--- src/design/ulpi_startup_defines.vh ---
// Constants for the start-up, reset and supply control of the transceiver
`ifndef ULPI_STARTUP_DEFINES_VH
`define ULPI_STARTUP_DEFINES_VH

// Cycle counts at the 100 MHz core clock
`define RESET_CYCLES       16'h0020
`define RELEASE_CYCLES     4'h4
`define REF_TIMEOUT        8'h10

// Status byte field positions
`define LINE_STATE_LSB     0
`define VBUS_STATE_LSB     2
`define SUPPLY_VALID_BIT   3
`define RX_EVENT_LSB       4
`define ID_BIT             6
`define ALT_INT_BIT        7

// Reset values
`define STATUS_RESET       8'h00
`define DATA_IDLE          8'h00

`endif

--- src/design/ulpi_startup_ctrl.v ---
// Start-up, reset, chip select, stop protection and supply control of the transceiver
`timescale 1ns/100ps
`include "ulpi_startup_defines.vh"
//
// Contract
// Assert DIR after power-on, release on PLL lock
// DIR high: NXT low, data carries status
// Link drives bus low while DIR low
// Link ignores status until its first reset
// Link writes reset bit before packets
// Reset bit holds DIR, then self-clears
// One status byte after every reset
// Clock output starts when DIR falls
// Link waits, sees DIR low three cycles
// After power-on: DIR high, others low
// DIR stays low until link reset command
// Stop high unexpectedly enables data pull-downs
// Protection disable bit turns protection off
// Reset pin low: DIR high, all reset; PLL power and clock output enable are kept
// Link drives data and stop low during reset
// DIR falls four cycles after pin release; DIR here falls only after the release count, turnaround and status byte
// Chip select off: tri-state, idle, ignore commands
// Chip select off: stop exits serial only
// PLL unpowered at power-up with chip select off
// Drive bits choose pump or external supply
// Fault monitored only with both bits set
// Fault maps to supply valid, sends status
// Link idles bus at all zero
// Any status field change sends status byte
// Link stays off bus while DIR high

module ulpi_startup_ctrl #(
   parameter RESET_CYCLES   = `RESET_CYCLES,
   parameter RELEASE_CYCLES = `RELEASE_CYCLES,
   parameter REF_TIMEOUT    = `REF_TIMEOUT
) (
   input  wire       clock,
   input  wire       rst,
   input  wire       resetPinN,
   input  wire       chipSelectN,
   input  wire       stopIn,
   input  wire       pllLock,
   input  wire       refClockIn,
   input  wire       faultIn,
   input  wire [7:0] dataIn,
   input  wire       resetBitWrite,
   input  wire       stopProtectionDisable,
   input  wire       internalPumpEnable,
   input  wire       externalSupplyEnable,
   input  wire       externalIndicatorSelect,
   input  wire       indicatorPassthrough,
   input  wire       lastModeSerial,
   input  wire [1:0] lineState,
   input  wire [1:0] vbusState,
   input  wire [1:0] rxEvent,
   input  wire       idPin,
   input  wire       altInt,
   output reg        dirOut,
   output reg        dirOe,
   output reg        nxtOut,
   output reg        nxtOe,
   output reg  [7:0] dataOut,
   output reg        dataOe,
   output reg        dataPullDown,
   output reg        stopPullUp,
   output reg        pllPowerOn,
   output reg        clockOutEnable,
   output reg        chargePumpOn,
   output reg        supplySwitchOutLow,
   output reg        supplySwitchOutLowOe,
   output reg        resetBitStatus,
   output reg        stopExitRequest,
   output reg        busReady
);

   ////////////////////////////////////////////////////////////////////////////
   // States, one-hot
   localparam [7:0] ST_PWRUP    = 8'h01;
   localparam [7:0] ST_LINKWAIT = 8'h02;
   localparam [7:0] ST_RSTHOLD  = 8'h04;
   localparam [7:0] ST_PINHOLD  = 8'h08;
   localparam [7:0] ST_PINREL   = 8'h10;
   localparam [7:0] ST_TURN     = 8'h20;
   localparam [7:0] ST_SEND     = 8'h40;
   localparam [7:0] ST_READY    = 8'h80;

   ////////////////////////////////////////////////////////////////////////////
   // Pin synchronisers; reset and select pins enter inverted so that cleared stages
   // read as no pin reset and chip deselected, at the cost of two undriven cycles
   wire [13:0] syncVec;
   wire        resetPinSync;
   wire        csSyncN;
   wire        stopSync;
   wire        pllLockSync;
   wire        refClockSync;
   wire        faultSync;
   wire [7:0]  dataSync;

   sync_bits #(
      .WIDTH   (14)
   ) pinSync (
      .clock   (clock),
      .rst     (rst),
      .asyncIn ({~resetPinN, ~chipSelectN, stopIn, pllLock, refClockIn, faultIn, dataIn}),
      .syncOut (syncVec)
   );

   assign resetPinSync = ~syncVec[13];
   assign csSyncN      = ~syncVec[12];
   assign stopSync     = syncVec[11];
   assign pllLockSync  = syncVec[10];
   assign refClockSync = syncVec[9];
   assign faultSync    = syncVec[8];
   assign dataSync     = syncVec[7:0];

   ////////////////////////////////////////////////////////////////////////////
   // Registers
   reg [7:0]  state_reg;
   reg [7:0]  state_next;
   reg [15:0] count_reg;
   reg [15:0] count_next;
   reg [7:0]  lastStatus_reg;
   reg        resetBit_reg;
   reg        normalOp_reg;
   reg        refPrev_reg;
   reg [7:0]  refIdle_reg;
   reg        refPresent_reg;

   // Reset pin low synchronously resets sequencer, reset bit and last status; PLL power is kept
   wire pinReset = ~resetPinSync;
   wire csActive = ~csSyncN;

   ////////////////////////////////////////////////////////////////////////////
   // Status byte assembly
   // monitor gate
   wire faultMonitor = externalIndicatorSelect & indicatorPassthrough;
   reg  [7:0] statusByte;

   // fault replaces supply valid bit
   always @* begin
      statusByte = `STATUS_RESET;
      statusByte[`LINE_STATE_LSB+1:`LINE_STATE_LSB] = lineState;
      statusByte[`VBUS_STATE_LSB+1:`VBUS_STATE_LSB] = vbusState;
      if (faultMonitor) begin
         statusByte[`SUPPLY_VALID_BIT] = ~faultSync;
      end
      statusByte[`RX_EVENT_LSB+1:`RX_EVENT_LSB] = rxEvent;
      statusByte[`ID_BIT] = idPin;
      statusByte[`ALT_INT_BIT] = altInt;
   end

   // change in any field
   wire statusChanged = (statusByte != lastStatus_reg);

   ////////////////////////////////////////////////////////////////////////////
   // Reference clock presence, timed out when edges stop
   always @(posedge clock or posedge rst) begin
      if (rst) begin
         refPrev_reg    <= 1'b0;
         refIdle_reg    <= 8'h00;
         refPresent_reg <= 1'b0;
      end else begin
         refPrev_reg <= refClockSync;
         if (refPrev_reg != refClockSync) begin
            refIdle_reg    <= 8'h00;
            refPresent_reg <= 1'b1;
         end else if (refIdle_reg == REF_TIMEOUT[7:0]) begin
            refPresent_reg <= 1'b0;
         end else begin
            refIdle_reg <= refIdle_reg + 8'h01;
         end
      end
   end

   ////////////////////////////////////////////////////////////////////////////
   // Main sequencer
   always @* begin
      state_next = state_reg;
      count_next = count_reg;
      case (state_reg)
         ST_PWRUP: begin
            // hold DIR until PLL is stable
            if (pllPowerOn && pllLockSync) begin
               state_next = ST_LINKWAIT;
            end
         end
         ST_LINKWAIT: begin
            // wait for the link reset command
            if (resetBit_reg) begin
               state_next = ST_RSTHOLD;
               count_next = 16'h0000;
            end
         end
         ST_RSTHOLD: begin
            // internal reset in progress
            if (count_reg == RESET_CYCLES[15:0] - 16'h0001) begin
               state_next = ST_SEND;
            end else begin
               count_next = count_reg + 16'h0001;
            end
         end
         ST_PINHOLD: begin
            // start counting only with chip select active
            if (csActive) begin
               state_next = ST_PINREL;
               count_next = 16'h0001;
            end
         end
         ST_PINREL: begin
            if (count_reg == {12'h000, RELEASE_CYCLES[3:0]} - 16'h0001) begin
               state_next = ST_TURN;
            end else begin
               count_next = count_reg + 16'h0001;
            end
         end
         ST_TURN: begin
            state_next = ST_SEND;
         end
         ST_SEND: begin
            state_next = ST_READY;
         end
         ST_READY: begin
            if (resetBit_reg) begin
               state_next = ST_RSTHOLD;
               count_next = 16'h0000;
            end else if (statusChanged && dataSync == `DATA_IDLE) begin
               // Only start a status byte while the link idles the bus
               state_next = ST_TURN;
            end
         end
         default: begin
            state_next = ST_PWRUP;
         end
      endcase
      // turnaround, send and ready states forced to ready while deselected
      if (!csActive && (state_reg == ST_TURN || state_reg == ST_SEND || state_reg == ST_READY)) begin
         state_next = ST_READY;
      end
      // pin reset overrides everything
      if (pinReset) begin
         state_next = ST_PINHOLD;
         count_next = 16'h0000;
      end
   end

   always @(posedge clock or posedge rst) begin
      if (rst) begin
         state_reg <= ST_PWRUP;
         count_reg <= 16'h0000;
      end else begin
         state_reg <= state_next;
         count_reg <= count_next;
      end
   end

   ////////////////////////////////////////////////////////////////////////////
   // Reset bit, PLL power, last sent status
   always @(posedge clock or posedge rst) begin
      if (rst) begin
         resetBit_reg   <= 1'b0;
         normalOp_reg   <= 1'b0;
         pllPowerOn     <= 1'b0;
         lastStatus_reg <= `STATUS_RESET;
      end else if (pinReset) begin
         resetBit_reg   <= 1'b0;
         lastStatus_reg <= `STATUS_RESET;
         pllPowerOn     <= pllPowerOn | csActive;
      end else begin
         // writes ignored while deselected; R6 set wins over self-clear
         if (resetBitWrite && csActive) begin
            resetBit_reg <= 1'b1;
         end else if (state_reg == ST_RSTHOLD && state_next == ST_SEND) begin
            resetBit_reg <= 1'b0;
         end
         // PLL powered once selected, then kept on
         if (csActive || normalOp_reg) begin
            pllPowerOn <= 1'b1;
         end
         if (state_reg != ST_PWRUP) begin
            normalOp_reg <= 1'b1;
         end
         // remember what the link last saw
         if (state_reg == ST_SEND) begin
            lastStatus_reg <= statusByte;
         end
      end
   end

   ////////////////////////////////////////////////////////////////////////////
   // Interface pin drive, all registered
   wire dirNext = (state_next == ST_PWRUP) || (state_next == ST_RSTHOLD) || (state_next == ST_PINHOLD) ||
                  (state_next == ST_PINREL) || (state_next == ST_TURN) || (state_next == ST_SEND);

   always @(posedge clock or posedge rst) begin
      if (rst) begin
         // DIR high, others low after power-on
         dirOut  <= 1'b1;
         dirOe   <= 1'b1;
         nxtOut  <= 1'b0;
         nxtOe   <= 1'b1;
         dataOut <= `DATA_IDLE;
         dataOe  <= 1'b1;
      end else begin
         // DIR follows the sequencer
         dirOut <= dirNext;
         // NXT low, no data path here
         nxtOut <= 1'b0;
         // tri-state while deselected
         dirOe <= csActive;
         nxtOe <= csActive;
         // status byte on data while DIR high, idle zero in power-up and pin hold; turnaround cycle leaves bus free
         dataOe <= csActive && dirNext && (state_next != ST_TURN);
         if (state_next == ST_PWRUP || state_next == ST_PINHOLD) begin
            dataOut <= `DATA_IDLE;
         end else begin
            dataOut <= statusByte;
         end
      end
   end

   ////////////////////////////////////////////////////////////////////////////
   // Stop pin protection and exit request
   always @(posedge clock or posedge rst) begin
      if (rst) begin
         stopPullUp      <= 1'b1;
         dataPullDown    <= 1'b0;
         stopExitRequest <= 1'b0;
      end else begin
         // weak pull-up on stop by default
         stopPullUp <= 1'b1;
         // stop high while link idle; R13 disable; R17 off when deselected
         dataPullDown <= stopSync && (dataSync == `DATA_IDLE) && !dirOut &&
                         !stopProtectionDisable && csActive;
         // stop exits serial mode only
         stopExitRequest <= !csActive && lastModeSerial && stopSync;
      end
   end

   ////////////////////////////////////////////////////////////////////////////
   // Clock output and supply control
   always @(posedge clock or posedge rst) begin
      if (rst) begin
         clockOutEnable       <= 1'b0;
         chargePumpOn         <= 1'b0;
         supplySwitchOutLow   <= 1'b0;
         supplySwitchOutLowOe <= 1'b0;
         resetBitStatus       <= 1'b0;
         busReady             <= 1'b0;
      end else begin
         // clock out once DIR first falls with a reference present
         if (!refPresent_reg || !pllPowerOn) begin
            clockOutEnable <= 1'b0;
         end else if (!dirNext && state_reg != ST_PWRUP) begin
            clockOutEnable <= 1'b1;
         end
         // external bit wins; open drain pulls low when enabled
         chargePumpOn         <= internalPumpEnable && !externalSupplyEnable && !pinReset;
         supplySwitchOutLow   <= 1'b0;
         supplySwitchOutLowOe <= externalSupplyEnable && !pinReset;
         resetBitStatus       <= resetBit_reg;
         busReady             <= (state_reg == ST_READY);
      end
   end

endmodule

--- src/design/sync_bits.v ---
// Two-stage synchroniser for a group of asynchronous inputs
`timescale 1ns/100ps

module sync_bits #(
   parameter WIDTH = 1
) (
   input  wire             clock,
   input  wire             rst,
   input  wire [WIDTH-1:0] asyncIn,
   output wire [WIDTH-1:0] syncOut
);

   reg [WIDTH-1:0] stage1_reg;
   reg [WIDTH-1:0] stage2_reg;

   // First stage is read only by the second
   always @(posedge clock or posedge rst) begin
      if (rst) begin
         stage1_reg <= {WIDTH{1'b0}};
         stage2_reg <= {WIDTH{1'b0}};
      end else begin
         stage1_reg <= asyncIn;
         stage2_reg <= stage1_reg;
      end
   end

   assign syncOut = stage2_reg;

endmodule

--- config.mk ---
export PLATFORM = sky130hd
export DESIGN_NAME = ulpi_startup_ctrl
export DESIGN_NICKNAME = d
export VERILOG_FILES = /design/src/design/ulpi_startup_ctrl.v /design/src/design/sync_bits.v
export VERILOG_INCLUDE_DIRS = /design/src /design/src/design
export SDC_FILE = /design/constraint.sdc
export NUM_CORES = 1
export LEC_CHECK = 0
export ABC_AREA = 1
export CORE_UTILIZATION = 60
export CTS_CLUSTER_SIZE = 25
export DETAILED_ROUTE_END_ITERATION = 8
export DONT_BUFFER_PORTS = 1
export PLACE_DENSITY = 0.76
export SLEW_MARGIN = 20
export SYNTH_ARGS = -nofsm -noshare
export SYNTH_HDL_FRONTEND = slang
export SYNTH_SLANG_ARGS = --single-unit
--- constraint.sdc ---
create_clock -name clock -period 3.7 [get_ports clock]
set_clock_uncertainty 0.1 [all_clocks]
set_input_delay 0.74 -clock clock [delete_from_list [all_inputs] [get_ports clock]]
set_output_delay 0.74 -clock clock [all_outputs]
set_load 0.01 [all_outputs]
; ---- After elaboration in Yosys (flattened, before gate mapping)
; Index checks and enable logic that the tools add are counted.
[totals]
reg_bits = 91
inputBits = 31
out_inout_bits = 23
word_cells = 132
[op_classes]
bitwise_logic = 6
add_sub_neg = 2
reduce_logical = 45
eq_ne = 26
mux = 31
[ops]
columns = operator, count
row1 = $mux W8, 14
row2 = $mux W16, 5
row3 = $pmux W16 S4, 1
row4 = $pmux W8 S8, 1
row5 = $eq A8 B5 Y1 const B, 3
row6 = $logic_and A1 B1 Y1, 17
row7 = $add A16 B1 Y16 const B, 1
row8 = $eq A16 B2 Y1 const B, 1
row9 = $eq A16 B5 Y1 const B, 1
row10 = $eq A8 B1 Y1 const B, 2
row11 = $eq A8 B3 Y1 const B, 2
row12 = $eq A8 B4 Y1 const B, 2
row13 = $eq A8 B6 Y1 const B, 2
row14 = $eq A8 B7 Y1 const B, 2
row15 = $logic_or A1 B1 Y1, 10
row16 = $mux W1, 10
row17 = $add A8 B1 Y8 const B, 1
row18 = $eq A8 B2 Y1 const B, 1
row19 = $eq A8 B8 Y1 const B, 1
row20 = $logic_not A1 Y1, 8
row21 = $logic_not A8 Y1, 1
row22 = $ne A8 B1 Y1 const B, 1
row23 = $ne A8 B6 Y1 const B, 1
row24 = $ne A8 B8 Y1, 1
row25 = 13 further kinds, 21

; ---- Depth between registers and ports, before layout
[logic_depth]
ltp_word = 19
ltp_mapped = 14
ltp_nobuf = 13

; ---- Hierarchy
; A second synthesis with hierarchy kept.
[hier_totals]
cells_unflattened = 468
area_unflattened_um2 = 4159.0
[modules_own_cells]
columns = module, area_per_inst_um2, instances, seq_area_each_um2, cells_per_inst
row1 = ulpi_startup_ctrl, 3454.6, 1, 1581.5, 439
row2 = sync_bits, 704.4, 1, 700.7, 29

; ---- Worst setup path after synthesis
; No wires, ideal clock.
[synth_path]
path_type = flip-flop to flip-flop
start = register count_reg[0]
end = register count_reg[3]
path_stages_with_launch = 15
setup_slack_ns = 1.809
path_buffers = 2
period_less_slack_ns = 1.891
t_arrival_ns = 1.671
required_time_ns = 3.481
setup_ns = 0.119
path_cell_list = dfrtp_1 > ha_1 > nand2_2 > nor2_4 > inv_2 > nor2_4 > nand3_2 > nand3b_1 > nor3_2 > o21ai_2 > nand2_2 > buf_6 > buf_12 > nand2_2 > o21ai_2
[synth_between]
elab_chain_len = 4
word_cells_on_any_way = 10
cone_classes = add/sub: 1 / eq/ne: 4 / mux: 4 / reduce/logical: 1
[synth_rtl]
columns = element, line
row1 = "start, declared", ulpi_startup_ctrl.v:120  ; reg [15:0] count_reg;
row2 = "start signal, assigned", ulpi_startup_ctrl.v:252  ; count_reg <= count_next;
row3 = $add A16 B1 Y16, "ulpi_startup_ctrl.v:199, ulpi_startup_ctrl.v:213"
row4 = "$mux W16, on equally long branches", "ulpi_startup_ctrl.v:210, ulpi_startup_ctrl.v:196"
row5 = $pmux W16 S4, ulpi_startup_ctrl.v:180  ; case (state_reg)
row6 = $mux W16, ulpi_startup_ctrl.v:240  ; if (pinReset) begin
; Parallel ways exist; a longest one is shown, timed or not. The select of a mux whose other input is x is not followed.
; A chain may end at the register's enable or synchronous reset.

; ---- Worst setup path in the final report
[layout_path]
start = register count_reg[0]
end = register count_reg[11]
; Same word-level chain as after synthesis.

==> qor.txt <==
Run status: finished clean
Largest register FFs: 16
Slew headroom: 49.34%
Root Buffer: clkbuf_8
Pin count of the biggest net entering global routing: 65
Setup crit end kind: flip-flop
Setup CP Type: reg2reg
Mapped cell area: 4210 um2
Power Density: 434.5 nW/um2
Drt wl/cell: 13.05 um
Hold_buf cts: 0
Most common cell after layout, fill and taps aside: nand2_1
Via Count: 3051
Num CTS Buffers: 9
Drt initial violations: 258
Gpl congestion: 0.8859
Row count: 30
M1 GR Usage: 30.63%
Number of global-route vias before repair: 2892
Layout area overhead: 6.389%
Fin. Hold Viols: 0
DP HPWL: 5544 um
Die Ht: 85.77 um
Crit Path Max Fanout: 29
Routed Wire Length: 7649 um
Post-detailed-route count of antenna-violating nets: 0
Tcrit/Tclk final: 62.99%
CTS tree: built
Met3 GRT Util: 5.775%
Commonest cells after routing, fill and taps aside: nand2_1 (107), dfrtp_1 (87), nor2_1 (60), inv_1 (52), nand3_1 (28)
Vias/cell: 5.206
RSZ-0062 raised after global routing: false
Number of flops mapped to enable cells by yosys: 0
Initial core utilization: 61.97%
Number of synthesized register bits: 91
Netlist cell types: 35
Number of diodes: 0
Global-route wire length before repair: 12930 um
FF/Latch Area: 2282 um2
Filler instances: 528
Worst EP arrival: 2450 ps
Bufs on Longest Clock Path: 2
Initial DRT Pass Iterations: 4
CTS clock-pin slew for the worst setup and hold paths: 80 ps
# port buffers: 0
Initial antenna violation count: 0
Sequential element share of the synthesized area: 54.21%
Max Slew Vio Count: 0
Worst skew pair latency: 350 ps
Ys async rst share: 100.0%
GR Util met2: 36.22%
Req. time, crit path: 3820 ps
I/O pin cnt: 54
Post-CTS Resized: 0
Non-Filler Instances: 586
Synth Instances: 482
HP Class: reg2reg
Yosys Warn Count: 0
Leakage: 0.002228 uW
Synth Area per Inst: 8.735 um2
Crit start category: flip-flop
GR peak layer: met2
FMAX: 429.0 MHz
Setup_tns: 0 ps
Measured slew at the worst slew-check pin: 759.9 ps
Core region area: 6794 um2
Setup-failing EPs final: 0
Max Cap Viol: 0
Post-synth top flop: dfrtp_1
GR Overflow Total: 0
VDD IR max: 0.3615 mV
Die area: 7356 um2
Die X-Extent: 85.77 um
Area occupied by multi-input gates: 1582 um2
Number of setup buffers added after CTS: 0
# nets final: 520
Post-Place Cells: 571
Clock Sink Count: 91
Gr usage total: 22.97%
H-tree levels: 3
Residual DRC: 0
Final min period: 2331 ps
Layout cell share with drive strength beyond 1: 15.71%
## area by class of cell
| class | count | area share, % |
|---|---|---|
| flip-flops and latches | 91 | 50.95 |
| multi-input cells | 310 | 35.31 |
| inverters | 72 | 6.089 |
| clock buffers | 11 | 3.380 |
| well taps | 96 | 2.682 |
| clock inverters | 4 | 1.257 |
| repair buffers | 2 | 0.3352 |
## kinds of logic after synthesis
logic type      count (synthesis)  synth area share [%]
compound gates                 42                 6.300
xor+xnor                       15                 3.120
fa+ha+maj                       3                0.8916
buf+inv                        82                 8.321
flops                          91                 54.21
other cells                     2                0.1784
simple gates                  247                 26.98
## where the power goes
part	total (uW)	leakage [uW]	switching [uW]	internal, uW
logic	181	0.000968	131	50.1
registers	1080	0.00115	35.2	1040
clock network	690	0.000106	339	352
## worst max-delay path, cell delays in order (launching register included)
cell and delay, ps:
dfrtp_1 430, ha_1 260, nand2_2 100, nor2_4 120, inv_2 50, nor2_4 90, nand3_2 100, nand3b_1 120
nor3_2 50, o21ai_2 100, nand2_2 410, nand2_1 200, o21ai_2 80
## cells in the mapped netlist, types with 2 or more instances
cell type	n	area (um2)
nand3_1	28	140.1
o22ai_1	3	18.77
o21ai_1	4	20.02
inv_2	19	71.32
o21ai_2	11	96.34
buf_4	5	37.54
inv_1	53	198.9
conb_1	2	7.510
a21oi_1	5	25.02
nand2_1	107	401.6
nor2_2	3	18.77
nand4_1	8	50.05
xor2_1	10	87.58
nor4_1	5	31.28
nand2_2	11	68.82
xnor2_1	5	43.79
nand2_4	3	33.78
clkbuf_1	3	11.26
ha_1	3	37.54
nor2_1	60	225.2
nor2_4	4	45.04
dfstp_2	4	105.1
dfrtp_1	87	2177
o21ai_0	15	75.07
nor3_1	12	60.06
a211oi_1	3	22.52
## worst paths after layout
kind	endpoint	slack, ps	start	depth (start not counted)
worst max-delay path	count_reg[11]	1370	count_reg[0]	12
worst min-delay path	pinSync.syncOut[8]	250	pinSync.stage1_reg[8]	0
worst max register to register	count_reg[11]	1370	count_reg[0]	12
worst min register to register	pinSync.syncOut[8]	250	pinSync.stage1_reg[8]	0
max in group asynchronous	count_reg[3]	2480	rst	2
min in group asynchronous	pinSync.syncOut[11]	280	rst	1
## metrics by stage
step / util [%] / instance area [um2] / setup slack (ps) / power, uW / hold slack, ps
2_1_floorplan: - / 4214 / 503.0 / 1247 / 231.2
3_3_place_gp: 62.85 / 4270 / 1501 / 1268 / 232.2
3_5_place_dp: 62.85 / 4270 / 1391 / 1275 / 234.7
4_1_cts: 65.91 / 4478 / 1378 / 1960 / 254.8
5_1_grt: 65.93 / 4479 / 1218 / 2025 / 260.5
6_report: 65.93 / 4479 / 1369 / 1946 / 252.6
## per-layer routing
metal  share of wire [%]  wire length (um)
met5                   0                 0
met1                  44              3367
met3                 5.9               448
met2                  48              3665
met4                 2.2               168
No activity file was read; power rests on OpenSTA's default activity.
